===== src/hw/cmon_pkg.sv =====
package cmon_pkg;
	localparam int NCH = 18;
	localparam int NQ = 3 * NCH + 4;
	localparam int CFG_W = 4 * NCH + 6;
	localparam int MS_W = 14;
	localparam int TICK_W = 18;
	localparam int CLK_PERIOD_NS = 5;
	localparam int TICK_NS = 1000000;
	localparam int TICK_CYC = TICK_NS / CLK_PERIOD_NS;
	localparam int WD_START_EDGES = 5;
	// Qualifier slice bases in the raw input vector
	localparam int Q_RED = 0;
	localparam int Q_YEL = NCH;
	localparam int Q_GRN = 2 * NCH;
	localparam int Q_REN = 3 * NCH;
	localparam int Q_RC = 3 * NCH + 1;
	localparam int Q_SF = 3 * NCH + 2;
	// Durations in milliseconds
	localparam logic [13:0] QUAL_ON_MS = 14'h01F4;
	localparam logic [13:0] SF_ON_MS = 14'h0226;
	localparam logic [13:0] RF_A_MS = 14'h03E8;
	localparam logic [13:0] RF_B_MS = 14'h05DC;
	localparam logic [13:0] DUAL_MS = 14'h01F4;
	localparam logic [13:0] CLR_MS = 14'h0A8C;
	localparam logic [13:0] CFG_HOLD_MS = 14'h0BB8;
	localparam logic [13:0] WD_ON_MS = 14'h03E8;
	localparam logic [13:0] WD_OFF_MS = 14'h05DC;
	localparam logic [13:0] START_MIN_MS = 14'h1770;
	localparam logic [13:0] START_MAX_MS = 14'h2710;
	localparam logic [13:0] MS_MAX = 14'h3FFF;
	// Indicator blink: 500 ms frame, 2 Hz and 4 Hz at half duty
	localparam logic [8:0] BLINK_LAST = 9'h1F3;
	localparam logic [8:0] BLINK_HALF = 9'h0FA;
	localparam logic [8:0] BLINK_Q1 = 9'h07D;
	localparam logic [8:0] BLINK_Q3 = 9'h177;
	typedef logic [13:0] ms_t;
	typedef enum logic [1:0] {
		ST_START = 2'b00,
		ST_RUN = 2'b01,
		ST_DROP = 2'b11
	} run_state_e;
endpackage


===== src/hw/traffic_conflict_fault_monitor.sv =====
`timescale 1ns/10ps
module traffic_conflict_fault_monitor
	import cmon_pkg::*;
#(
	parameter int TICK_CYCLES = TICK_CYC
) (
	// Clock and reset
	input wire logic clk,
	input wire logic rst_b,
	// Field signals
	input wire logic [NCH-1:0] red_in,
	input wire logic [NCH-1:0] yellow_in,
	input wire logic [NCH-1:0] green_in,
	input wire logic red_enable,
	input wire logic [1:0] special_fn,
	input wire logic relay_common_input,
	input wire logic red_interface_cable,
	input wire logic watchdog_in,
	// AC line levels
	input wire logic ac_below_dropout,
	input wire logic ac_above_restore,
	// Resets
	input wire logic front_reset,
	input wire logic remote_reset,
	// Switches and jumpers
	input wire logic [NCH-1:0] red_fail_en,
	input wire logic [NCH-1:0] clear_en,
	input wire logic [NCH-1:0] yellow_inhibit,
	input wire logic [NCH-1:0] dual_en,
	input wire logic gy_dual_en,
	input wire logic ctrl_type,
	input wire logic wd_latch_en,
	input wire logic wd_time_sel,
	input wire logic relay_common_invert,
	input wire logic compact_arrow_mode,
	// Status
	output logic flash_relay,
	output logic ac_led,
	output logic card_led,
	output logic mon_active,
	output logic compact_arrow_active,
	output logic red_fail_flag,
	output logic clear_flag,
	output logic dual_flag,
	output logic config_flag,
	output logic watchdog_timeout,
	output logic cable_flag,
	output logic [NCH-1:0] chan_fail
);

	function automatic ms_t qual_ms(input int idx);
		qual_ms = (idx >= Q_SF) ? SF_ON_MS : QUAL_ON_MS;
	endfunction

	run_state_e st_reg, st_next;
	logic [TICK_W-1:0] tick_cnt_reg;
	logic [NQ-1:0] raw_vec, qual;
	ms_t qcnt_reg [NQ];
	ms_t st_ms_reg, wd_gap_reg, fr_cnt_reg;
	logic [2:0] wd_tr_reg;
	logic [8:0] blink_reg;
	logic [CFG_W-1:0] cfg_now, cfg_store_reg;
	logic cfg_valid_reg, wd_prev_reg, front_prev_reg, remote_prev_reg;
	logic [NCH-1:0] red_q, yel_q, grn_q, grn_prev_reg, clr_pend_reg;
	logic [NCH-1:0] rf_hit, dual_hit, clr_hit;
	logic tick, rc_active, ren_q, rc_q, red_chk, sup_ok, reset_cmd;
	logic wd_edge, wd_run_hit, wd_start_hit, power_evt, cfg_set, cfg_clr;
	logic start_done, fault_mode, blink2, blink4;
	ms_t rf_lim, wd_lim;

	// Common millisecond timebase
	assign tick = tick_cnt_reg == TICK_W'(TICK_CYCLES - 1);
	always_ff @(posedge clk or negedge rst_b) begin
		if (!rst_b) begin
			tick_cnt_reg <= '0;
		end else begin
			tick_cnt_reg <= tick ? '0 : tick_cnt_reg + 1'b1;
		end
	end

	assign rc_active = relay_common_input ^ relay_common_invert;
	assign raw_vec = {special_fn, rc_active, red_enable, green_in, yellow_in,
		red_in};

	// Duration qualifiers; a drop restarts the count at once
	genvar gq;
	generate
		for (gq = 0; gq < NQ; gq++) begin : g_qual
			always_ff @(posedge clk or negedge rst_b) begin
				if (!rst_b) begin
					qcnt_reg[gq] <= '0;
				end else if (!raw_vec[gq]) begin
					qcnt_reg[gq] <= '0;
				end else if (tick && qcnt_reg[gq] != MS_MAX) begin
					qcnt_reg[gq] <= qcnt_reg[gq] + 1'b1;
				end
			end
			assign qual[gq] = qcnt_reg[gq] >= qual_ms(gq);
		end
	endgenerate

	assign red_q = qual[Q_RED +: NCH];
	assign yel_q = qual[Q_YEL +: NCH];
	assign grn_q = qual[Q_GRN +: NCH];
	assign ren_q = qual[Q_REN];
	assign rc_q = qual[Q_RC];
	assign mon_active = st_reg == ST_RUN;
	assign red_chk = mon_active & ren_q & ~|qual[Q_SF +: 2] & ~rc_q;
	assign sup_ok = mon_active & ren_q & ~rc_q;
	assign rf_lim = ctrl_type ? RF_B_MS : RF_A_MS;
	assign wd_lim = wd_time_sel ? WD_ON_MS : WD_OFF_MS;

	// Per-channel red fail, dual and clearance checks
	genvar gc;
	generate
		for (gc = 0; gc < NCH; gc++) begin : g_chan
			ms_t rf_cnt_reg, du_cnt_reg;
			logic rf_cond, du_cond, clr_cond;
			assign rf_cond = red_chk & red_fail_en[gc] &
				~(red_q[gc] | yel_q[gc] | grn_q[gc]);
			assign du_cond = sup_ok & ((dual_en[gc] & ((red_q[gc] & yel_q[gc]) |
				(red_q[gc] & grn_q[gc]) | (yel_q[gc] & grn_q[gc]))) |
				(gy_dual_en & yel_q[gc] & grn_q[gc]));
			assign clr_cond = sup_ok & clear_en[gc] & ~yellow_inhibit[gc];
			assign rf_hit[gc] = rf_cond & (rf_cnt_reg >= rf_lim);
			assign dual_hit[gc] = du_cond & (du_cnt_reg >= DUAL_MS);
			// Green left without a full yellow: red arrives while pending
			assign clr_hit[gc] = clr_cond & clr_pend_reg[gc] & red_q[gc];
			always_ff @(posedge clk or negedge rst_b) begin
				if (!rst_b) begin
					rf_cnt_reg <= '0;
					du_cnt_reg <= '0;
				end else begin
					if (!rf_cond) begin
						rf_cnt_reg <= '0;
					end else if (tick && rf_cnt_reg < rf_lim) begin
						rf_cnt_reg <= rf_cnt_reg + 1'b1;
					end
					if (!du_cond) begin
						du_cnt_reg <= '0;
					end else if (tick && du_cnt_reg < DUAL_MS) begin
						du_cnt_reg <= du_cnt_reg + 1'b1;
					end
				end
			end
			always_ff @(posedge clk or negedge rst_b) begin
				if (!rst_b) begin
					grn_prev_reg[gc] <= 1'b0;
					clr_pend_reg[gc] <= 1'b0;
				end else begin
					grn_prev_reg[gc] <= grn_q[gc];
					if (grn_prev_reg[gc] && !grn_q[gc]) begin
						clr_pend_reg[gc] <= 1'b1;
					end else if (clr_hit[gc] || qcnt_reg[Q_YEL + gc] >= CLR_MS ||
						grn_q[gc]) begin
						clr_pend_reg[gc] <= 1'b0;
					end
				end
			end
		end
	endgenerate

	// Reset requests; configuration needs the long front-panel hold
	assign reset_cmd = (front_reset & ~front_prev_reg) |
		(remote_reset & ~remote_prev_reg);
	assign cfg_clr = fr_cnt_reg == CFG_HOLD_MS;
	assign cfg_now = {compact_arrow_mode, relay_common_invert, wd_time_sel,
		wd_latch_en, ctrl_type, gy_dual_en, dual_en, yellow_inhibit, clear_en,
		red_fail_en};
	assign cfg_set = cfg_valid_reg & tick & (cfg_now != cfg_store_reg);

	// Watchdog supervision
	assign wd_edge = watchdog_in ^ wd_prev_reg;
	assign wd_run_hit = mon_active & (wd_gap_reg >= wd_lim);
	assign start_done = st_ms_reg >= START_MIN_MS &&
		wd_tr_reg >= 3'(WD_START_EDGES) && ac_above_restore;
	assign wd_start_hit = st_reg == ST_START && st_ms_reg >= START_MAX_MS &&
		wd_tr_reg < 3'(WD_START_EDGES);

	always_comb begin
		st_next = st_reg;
		unique case (st_reg)
			ST_START: begin
				if (ac_below_dropout) begin
					st_next = ST_DROP;
				end else if (start_done || wd_start_hit) begin
					st_next = ST_RUN;
				end
			end
			ST_RUN: begin
				if (ac_below_dropout) begin
					st_next = ST_DROP;
				end
			end
			ST_DROP: begin
				if (ac_above_restore) begin
					st_next = ST_START;
				end
			end
			default: begin
				st_next = ST_START;
			end
		endcase
	end
	assign power_evt = st_next == ST_DROP && st_reg != ST_DROP;

	always_ff @(posedge clk or negedge rst_b) begin
		if (!rst_b) begin
			st_reg <= ST_START;
			st_ms_reg <= '0;
			wd_tr_reg <= '0;
			wd_gap_reg <= '0;
			wd_prev_reg <= 1'b0;
		end else begin
			st_reg <= st_next;
			wd_prev_reg <= watchdog_in;
			if (st_reg != ST_START) begin
				st_ms_reg <= '0;
				wd_tr_reg <= '0;
			end else begin
				if (tick && st_ms_reg < START_MAX_MS) begin
					st_ms_reg <= st_ms_reg + 1'b1;
				end
				if (wd_edge && wd_tr_reg < 3'(WD_START_EDGES)) begin
					wd_tr_reg <= wd_tr_reg + 1'b1;
				end
			end
			if (wd_edge || !mon_active) begin
				wd_gap_reg <= '0;
			end else if (tick && wd_gap_reg < wd_lim) begin
				wd_gap_reg <= wd_gap_reg + 1'b1;
			end
		end
	end

	always_ff @(posedge clk or negedge rst_b) begin
		if (!rst_b) begin
			front_prev_reg <= 1'b0;
			remote_prev_reg <= 1'b0;
			fr_cnt_reg <= '0;
			cfg_valid_reg <= 1'b0;
			cfg_store_reg <= '0;
		end else begin
			front_prev_reg <= front_reset;
			remote_prev_reg <= remote_reset;
			if (!front_reset) begin
				fr_cnt_reg <= '0;
			end else if (tick && fr_cnt_reg < CFG_HOLD_MS) begin
				fr_cnt_reg <= fr_cnt_reg + 1'b1;
			end
			cfg_valid_reg <= 1'b1;
			// Settings are captured after power-up and re-taken on a clear
			if (!cfg_valid_reg || cfg_clr) begin
				cfg_store_reg <= cfg_now;
			end
		end
	end

	// Fault latches: a new event wins over a clear in the same cycle, except the power-event clear of watchdog_timeout
	always_ff @(posedge clk or negedge rst_b) begin
		if (!rst_b) begin
			red_fail_flag <= 1'b0;
			clear_flag <= 1'b0;
			dual_flag <= 1'b0;
			config_flag <= 1'b0;
			watchdog_timeout <= 1'b0;
			cable_flag <= 1'b0;
			chan_fail <= '0;
		end else begin
			red_fail_flag <= (red_fail_flag & ~reset_cmd) | |rf_hit;
			clear_flag <= (clear_flag & ~reset_cmd) | |clr_hit;
			dual_flag <= (dual_flag & ~reset_cmd) | |dual_hit;
			chan_fail <= (chan_fail & {NCH{~reset_cmd}}) | rf_hit | clr_hit |
				dual_hit;
			config_flag <= (config_flag & ~cfg_clr) | cfg_set;
			cable_flag <= (cable_flag & ~reset_cmd) | ~red_interface_cable;
			// A timeout condition still standing as power fails is stale: with
			// wd_latch_en low the power event ends it, so it must not set the latch again
			watchdog_timeout <= ((watchdog_timeout & ~reset_cmd) | wd_run_hit |
				wd_start_hit) & ~(power_evt & ~wd_latch_en);
		end
	end

	assign fault_mode = red_fail_flag | clear_flag | dual_flag | config_flag |
		watchdog_timeout | cable_flag;
	assign blink2 = blink_reg < BLINK_HALF;
	assign blink4 = blink_reg < BLINK_Q1 ||
		(blink_reg >= BLINK_HALF && blink_reg < BLINK_Q3);

	always_ff @(posedge clk or negedge rst_b) begin
		if (!rst_b) begin
			blink_reg <= '0;
			flash_relay <= 1'b1;
			ac_led <= 1'b0;
			card_led <= 1'b0;
			compact_arrow_active <= 1'b0;
		end else begin
			if (tick) begin
				blink_reg <= (blink_reg == BLINK_LAST) ? '0 : blink_reg + 1'b1;
			end
			// The cabinet flashes during start-up, AC loss and any fault
			flash_relay <= fault_mode | (st_reg != ST_RUN);
			ac_led <= (st_reg == ST_RUN) | ((st_reg == ST_START) & blink4) |
				((st_reg == ST_DROP) & blink2);
			card_led <= config_flag & blink2;
			compact_arrow_active <= compact_arrow_mode;
		end
	end
endmodule


===== config.mk =====
export PLATFORM = sky130hd
export DESIGN_NAME = traffic_conflict_fault_monitor
export DESIGN_NICKNAME = d
export VERILOG_FILES = /design/src/hw/cmon_pkg.sv /design/src/hw/traffic_conflict_fault_monitor.sv
export SDC_FILE = /design/constraint.sdc
export NUM_CORES = 2
export LEC_CHECK = 0
export BUFFER_PORTS_ARGS = -buffer_cell sky130_fd_sc_hd__buf_4
export CORE_MARGIN = 1.5
export CORE_UTILIZATION = 45
export DETAILED_ROUTE_END_ITERATION = 8
export SLEW_MARGIN = 20
export SYNTH_ARGS = -nofsm -noshare
export SYNTH_HDL_FRONTEND = slang
export SYNTH_SLANG_ARGS = --single-unit

===== constraint.sdc =====
create_clock -name clk -period 5.1 [get_ports clk]
set_input_delay 1.53 -clock clk [delete_from_list [all_inputs] [get_ports clk]]
set_output_delay 1.53 -clock clk [all_outputs]
set_load 0.01 [all_outputs]

; Word-level counts from Yosys, hierarchy flattened
; Cells that the tools add are included.
[word_totals]
reg_bits = 1536
out_inout_bits = 29
elab_cells = 1472
[op_classes]
n_addsub = 100
n_lt_le_gt_ge = 160
eq_ne = 162
muxes = 241
bitwise = 446
reduce_logical = 210
[ops]
columns = op, count
row1 = $mux 14, 194
row2 = $add 14x1->14 const B, 97
row3 = $ge 14x9->1 const B, 74
row4 = $ne 14x14->1 const B, 58
row5 = $and 1x1->1, 290
row6 = $ge 14x11->1, 19
row7 = $lt 14x11->1, 19
row8 = $ge 14x12->1 const B, 18
row9 = $lt 14x9->1 const B, 18
row10 = $ne 2x1->1 const B, 96
row11 = $logic_and 1x1->1, 122
row12 = $or 1x1->1, 106
row13 = $ne 78x78->1, 1
row14 = $or 18x18->18, 3
row15 = $reduce_or 18->1, 3
row16 = $not 1->1, 44
row17 = $reduce_bool 2->1, 22
row18 = $logic_or 1x1->1, 40
row19 = $mux 1, 36
row20 = $ge 14x10->1 const B, 2
row21 = $mux 11, 2
row22 = $logic_not 1->1, 21
row23 = $add 18x1->18 const B, 1
row24 = $and 18x18->18, 1
row25 = other kinds (26), 32

; Longest topological paths before layout
[depth]
word_depth = 12
mapped_depth = 13

; Worst setup path after synthesis
; Ideal clock, no wire load.
[synth_timing]
kind = input to register
startpoint = input ctrl_type
endpoint = register g_chan[11].rf_cnt_reg[10]
setup_ns = 0.079
arrival_time_ns = 4.223
path_slack_ns = 0.798
stages = 11
cell_sequence = inv_1 ha_1 and4b_1 a211oi_1 o211a_1 and2_0 buf_2 nand2_1 or3_1 or3_1 a21oi_1
[synth_between]
elab_chain_len = 4
[synth_rtl]
columns = item, line_no
row1 = start: declaration, traffic_conflict_fault_monitor.sv:31  ; input wire logic ctrl_type,
row2 = $mux 11, traffic_conflict_fault_monitor.sv:110  ; assign rf_lim = ctrl_type ? RF_B_MS : RF_A_MS;
row3 = $lt 14x11->1, traffic_conflict_fault_monitor.sv:136  ; end else if (tick && rf_cnt_reg < rf_lim) begin
row4 = $logic_and 1x1->1, traffic_conflict_fault_monitor.sv:136
row5 = $ne 2x1->1 (no source line), -
row6 = end signal: assignment, traffic_conflict_fault_monitor.sv:137  ; rf_cnt_reg <= rf_cnt_reg + 1'b1;
row7 = end: declaration, traffic_conflict_fault_monitor.sv:117  ; ms_t rf_cnt_reg, du_cnt_reg;
; No other way between the ends.
; A chain may end at the register's enable or synchronous reset.

; Worst setup path after layout
[layout_timing]
startpoint = register tick_cnt_reg[0]
endpoint = register g_chan[8].rf_cnt_reg[6]
[layout_between]
elab_chain_len = 3
[layout_rtl]
columns = item, line_no
row1 = start: declaration, traffic_conflict_fault_monitor.sv:56  ; logic [TICK_W-1:0] tick_cnt_reg;
row2 = start signal: assignment, traffic_conflict_fault_monitor.sv:77  ; tick_cnt_reg <= tick ? '0 : tick_cnt_reg + 1'b1;
row3 = $eq 18x18->1, traffic_conflict_fault_monitor.sv:72  ; assign tick = tick_cnt_reg == TICK_W'(TICK_CYCLES - 1);
row4 = $logic_and 1x1->1, traffic_conflict_fault_monitor.sv:136
row5 = $ne 2x1->1 (no source line), -
row6 = end signal: assignment, traffic_conflict_fault_monitor.sv:137
row7 = end: declaration, traffic_conflict_fault_monitor.sv:117
; No other way between the ends.

==> results.rst <==
.. list-table::
   :header-rows: 1

   * - Metric
     - Value
   * - Setup violations, final
     - 0
   * - Quantity of gates resized following cts
     - 0
   * - Max-capacitance violation count
     - 0
   * - Vias in the first global route
     - 58500
   * - Compound-cell area share of the yosys netlist
     - 8.41%
   * - I/O Buffers
     - 172
   * - Power density normalized to cell area
     - 291 mW/mm2
   * - Post-route fraction of the period consumed by the critical path
     - 76.8%
   * - Worst skew pair latency
     - 0.82 ns
   * - Post-detailed-route count of antenna-violating nets
     - 0
   * - Share of synthesized area occupied by flip-flops and latches
     - 47.9%
   * - Via total after detailed routing
     - 59900
   * - Most common library cell in the layout ignoring fill and taps
     - dfrtp_1
   * - Violation count after the first detailed-route iteration
     - 3899
   * - CTS max path bufs
     - 3
   * - Width of the chip
     - 425 um
   * - Post-synthesis mux area share
     - 1.58%
   * - Leakage
     - 38.8 nW
   * - Tightest Pin Transition
     - 1.12 ns
   * - Unrepaired setup endpoints after global routing
     - false
   * - Largest net degree at the start of global routing
     - 132
   * - Final layout net count
     - 8980
   * - Distinct cell type count of the synthesized netlist
     - 92
   * - Peak Freq
     - 255 MHz
   * - EDFF count, synth
     - 0
   * - Setup Buffers After CTS
     - 0
   * - Main area contributors after synthesis
     - dfrtp_1 (48%), xnor2_1 (6.1%), ha_1 (4.6%)
   * - Growth of design area from synthesis to finish
     - 13.0%
   * - All-layer global routing usage
     - 22.2%
   * - Count of synthesis-stage warnings from yosys
     - 0
   * - Register-to-Register Setup Slack
     - 1.19 ns
   * - Max reg flops
     - 812
   * - Remaining DRCs
     - 0
   * - Post-detailed-placement half-perimeter wirelength
     - 142 mm
   * - Last weighted congestion value of the routability-driven placer
     - 0.899
   * - Maximum resistive drop on vdd
     - 0.302 mV
   * - Final count of pins violating max slew
     - 0
   * - TritonCTS buffer count
     - 175
   * - Design Area, Final
     - 0.0908 mm2
   * - Number of antenna violations at the first check in global routing
     - 25
   * - Top Ports
     - 173
   * - Net count of the mapped netlist
     - 8734
   * - Final clock skew
     - 0.0335 ns
   * - Total global routing overflow
     - 0
   * - Total cell area at the placement stage
     - 0.0847 mm2
   * - Die Ht
     - 425 um
   * - Average size of a mapped cell
     - 9.68 um2
   * - Root buffer cell
     - clkbuf_16
   * - Run status
     - finished clean
   * - Synthesized instance count
     - 8296
   * - Cell type with the highest aggregate area in the netlist
     - dfrtp_1
   * - Parity-gate share of the synthesized area counting xor and xnor cells
     - 10.5%
   * - Biggest fanout along the worst timing path
     - 21
   * - Cell area after synthesis
     - 0.0803 mm2
   * - Total core area
     - 0.177 mm2
   * - WL per Instance
     - 18.1 um
   * - Row Count
     - 154
   * - Clock transition at the register clock pins on the worst setup and hold paths after CTS
     - 0.06 ns
   * - Initial Utilization
     - 45.5%
   * - Final period demand of the worst path
     - 3.91 ns
   * - Proportion of synthesized flip-flops having asynchronous set or reset
     - 100%
   * - Ratio of routed vias to standard cells
     - 5.43
   * - Arithmetic-cell share of the synthesized area counting full adders, half adders and majority gates
     - 4.61%
   * - Relative slew slack
     - 24.7%
   * - # fillers
     - 15800
   * - Total detailed-routing wirelength
     - 200 mm
   * - Primary FF master, synth
     - dfrtp_1
   * - Share of the synthesized area in the top cell type
     - 47.8%
   * - Arrival time at the worst endpoint
     - 4.64 ns
   * - Count of final hold-check violations
     - 0
   * - Total of hold buffers inserted after clock tree synthesis
     - 0
   * - CP Data Required Time
     - 5.82 ns
   * - Hold WC Path Type
     - register to register
   * - #FFs+latches synth
     - 1536
   * - Sinks on Clock Net
     - 1536
   * - Global-route wire length before repair
     - 323 mm
   * - Commonest cells after routing, fill and taps aside
     - dfrtp_1 (1535), nor2_1 (961), nand2_1 (590), xnor2_1 (561), and2_1 (462)
   * - CTS tree
     - done
   * - Combinational family with the most area after synthesis
     - simple AND/OR/NAND/NOR gates
   * - Die area
     - 0.181 mm2
   * - Worst setup EP type
     - register
   * - Proportion of layout cells with a drive suffix above 1
     - 8.37%
   * - Worst Setup Start Kind
     - register
   * - First drt pass iteration count
     - 6
   * - Post-synthesis simple-gate area fraction
     - 24.0%
   * - Start-to-end type of the worst setup path
     - register to register
   * - Total negative slack for setup checks
     - 0 ns
   * - Maximum level of the CTS H-tree
     - 4
-- power by group --
group,internal [W],switching [W]
Clock,0.00779,0.00526
Combinational,0.000323,0.000643
Sequential,0.0123,0.0000758
Total,0.0204,0.00598
-- critical path: stages (launching register included) --
cell and delay [ns]:
dfrtp_1 0.38, ha_1 0.19, and3_1 0.22, and3_2 0.28
buf_4 0.43, nand3_1 0.87, nor4_1 0.53, nand3_1 0.33
or3_1 0.43, a21oi_1 0.16
-- layout make-up --
| type | count | area, um2 | share of cell area [%] |
|---|---|---|---|
| multi-input cells | 6145 | 39600 | 43.6 |
| flip-flops and latches | 1536 | 38400 | 42.4 |
| clock buffers | 256 | 5290 | 5.82 |
| well taps | 2340 | 2930 | 3.23 |
| repair buffers | 250 | 2150 | 2.37 |
| inverters | 434 | 1630 | 1.79 |
| clock inverters | 64 | 734 | 0.809 |
| diodes | 16 | 40.0 | 0.0441 |
-- kinds of logic (layout without fill, tap and decap cells) --
group | Yosys count | after routing
AO/OA/AOI/OAI | 1019 | 1019
XOR/XNOR | 967 | 967
adder cells (fa/ha/maj) | 296 | 296
buffers and inverters | 615 | 1004
flip-flops | 1536 | 1536
multiplexers | 117 | 117
other | 1 | 17
AND/OR/NAND/NOR | 3745 | 3745
-- routing by layer --
metal / global-route usage, % / routed length, um / share of wire [%] / up-vias
met5: 0 / 48 / 0.024 / -
met4: 9.80 / 8780 / 4.4 / 6
met3: 3.00 / 7190 / 3.6 / 360
met2: 36.4 / 94900 / 47 / 986
met1: 29.3 / 88800 / 44 / 29500
li1: - / - / - / 29100
-- path summary, 6_finish.rpt --
path                                        from                       to  depth (start not counted)
worst max register to register   tick_cnt_reg[0]  g_chan[8].rf_cnt_reg[6]                          9
min in group asynchronous                  rst_b            qcnt_reg[273]                          1
worst min-delay path            grn_prev_reg[13]         clr_pend_reg[13]                          2
worst min register to register  grn_prev_reg[13]         clr_pend_reg[13]                          2
worst max-delay path             tick_cnt_reg[0]  g_chan[8].rf_cnt_reg[6]                          9
max in group asynchronous                  rst_b            qcnt_reg[154]                          2
-- stage by stage --
| stage | setup slack (ns) | total power, W | util (%) | hold WS (ns) | std cells |
|---|---|---|---|---|---|
| after floorplan | 0.798 | 0.0129 | - | 0.438 | 8296 |
| after global placement | 0.666 | 0.0136 | 47.9 | 0.447 | 10700 |
| after detailed placement | 0.641 | 0.0136 | 47.9 | 0.454 | 10700 |
| after CTS | 1.19 | 0.0267 | 51.3 | 0.461 | 11000 |
| after global routing | 0.951 | 0.0273 | 51.4 | 0.463 | 11000 |
| final | 1.19 | 0.0264 | 51.4 | 0.469 | 11000 |
-- Yosys cell counts (30+ instances only) --
cell type,instances
o211ai_1,77
nor3_1,184
o21ai_0,317
or3_1,233
clkbuf_1,142
xnor2_1,561
nor2b_1,82
and3_1,229
a21boi_1,31
nor4_1,60
and4_1,71
nand3_1,378
nor2_1,961
ha_1,294
and2_1,462
a21oi_1,245
inv_1,434
nand4_1,358
a21boi_0,90
dfrtp_1,1535
nand2_1,591
mux2i_1,39
mux2_2,78
a211oi_1,30
a31oi_1,34
xor2_1,406
Power figures use the tool's default switching activity.
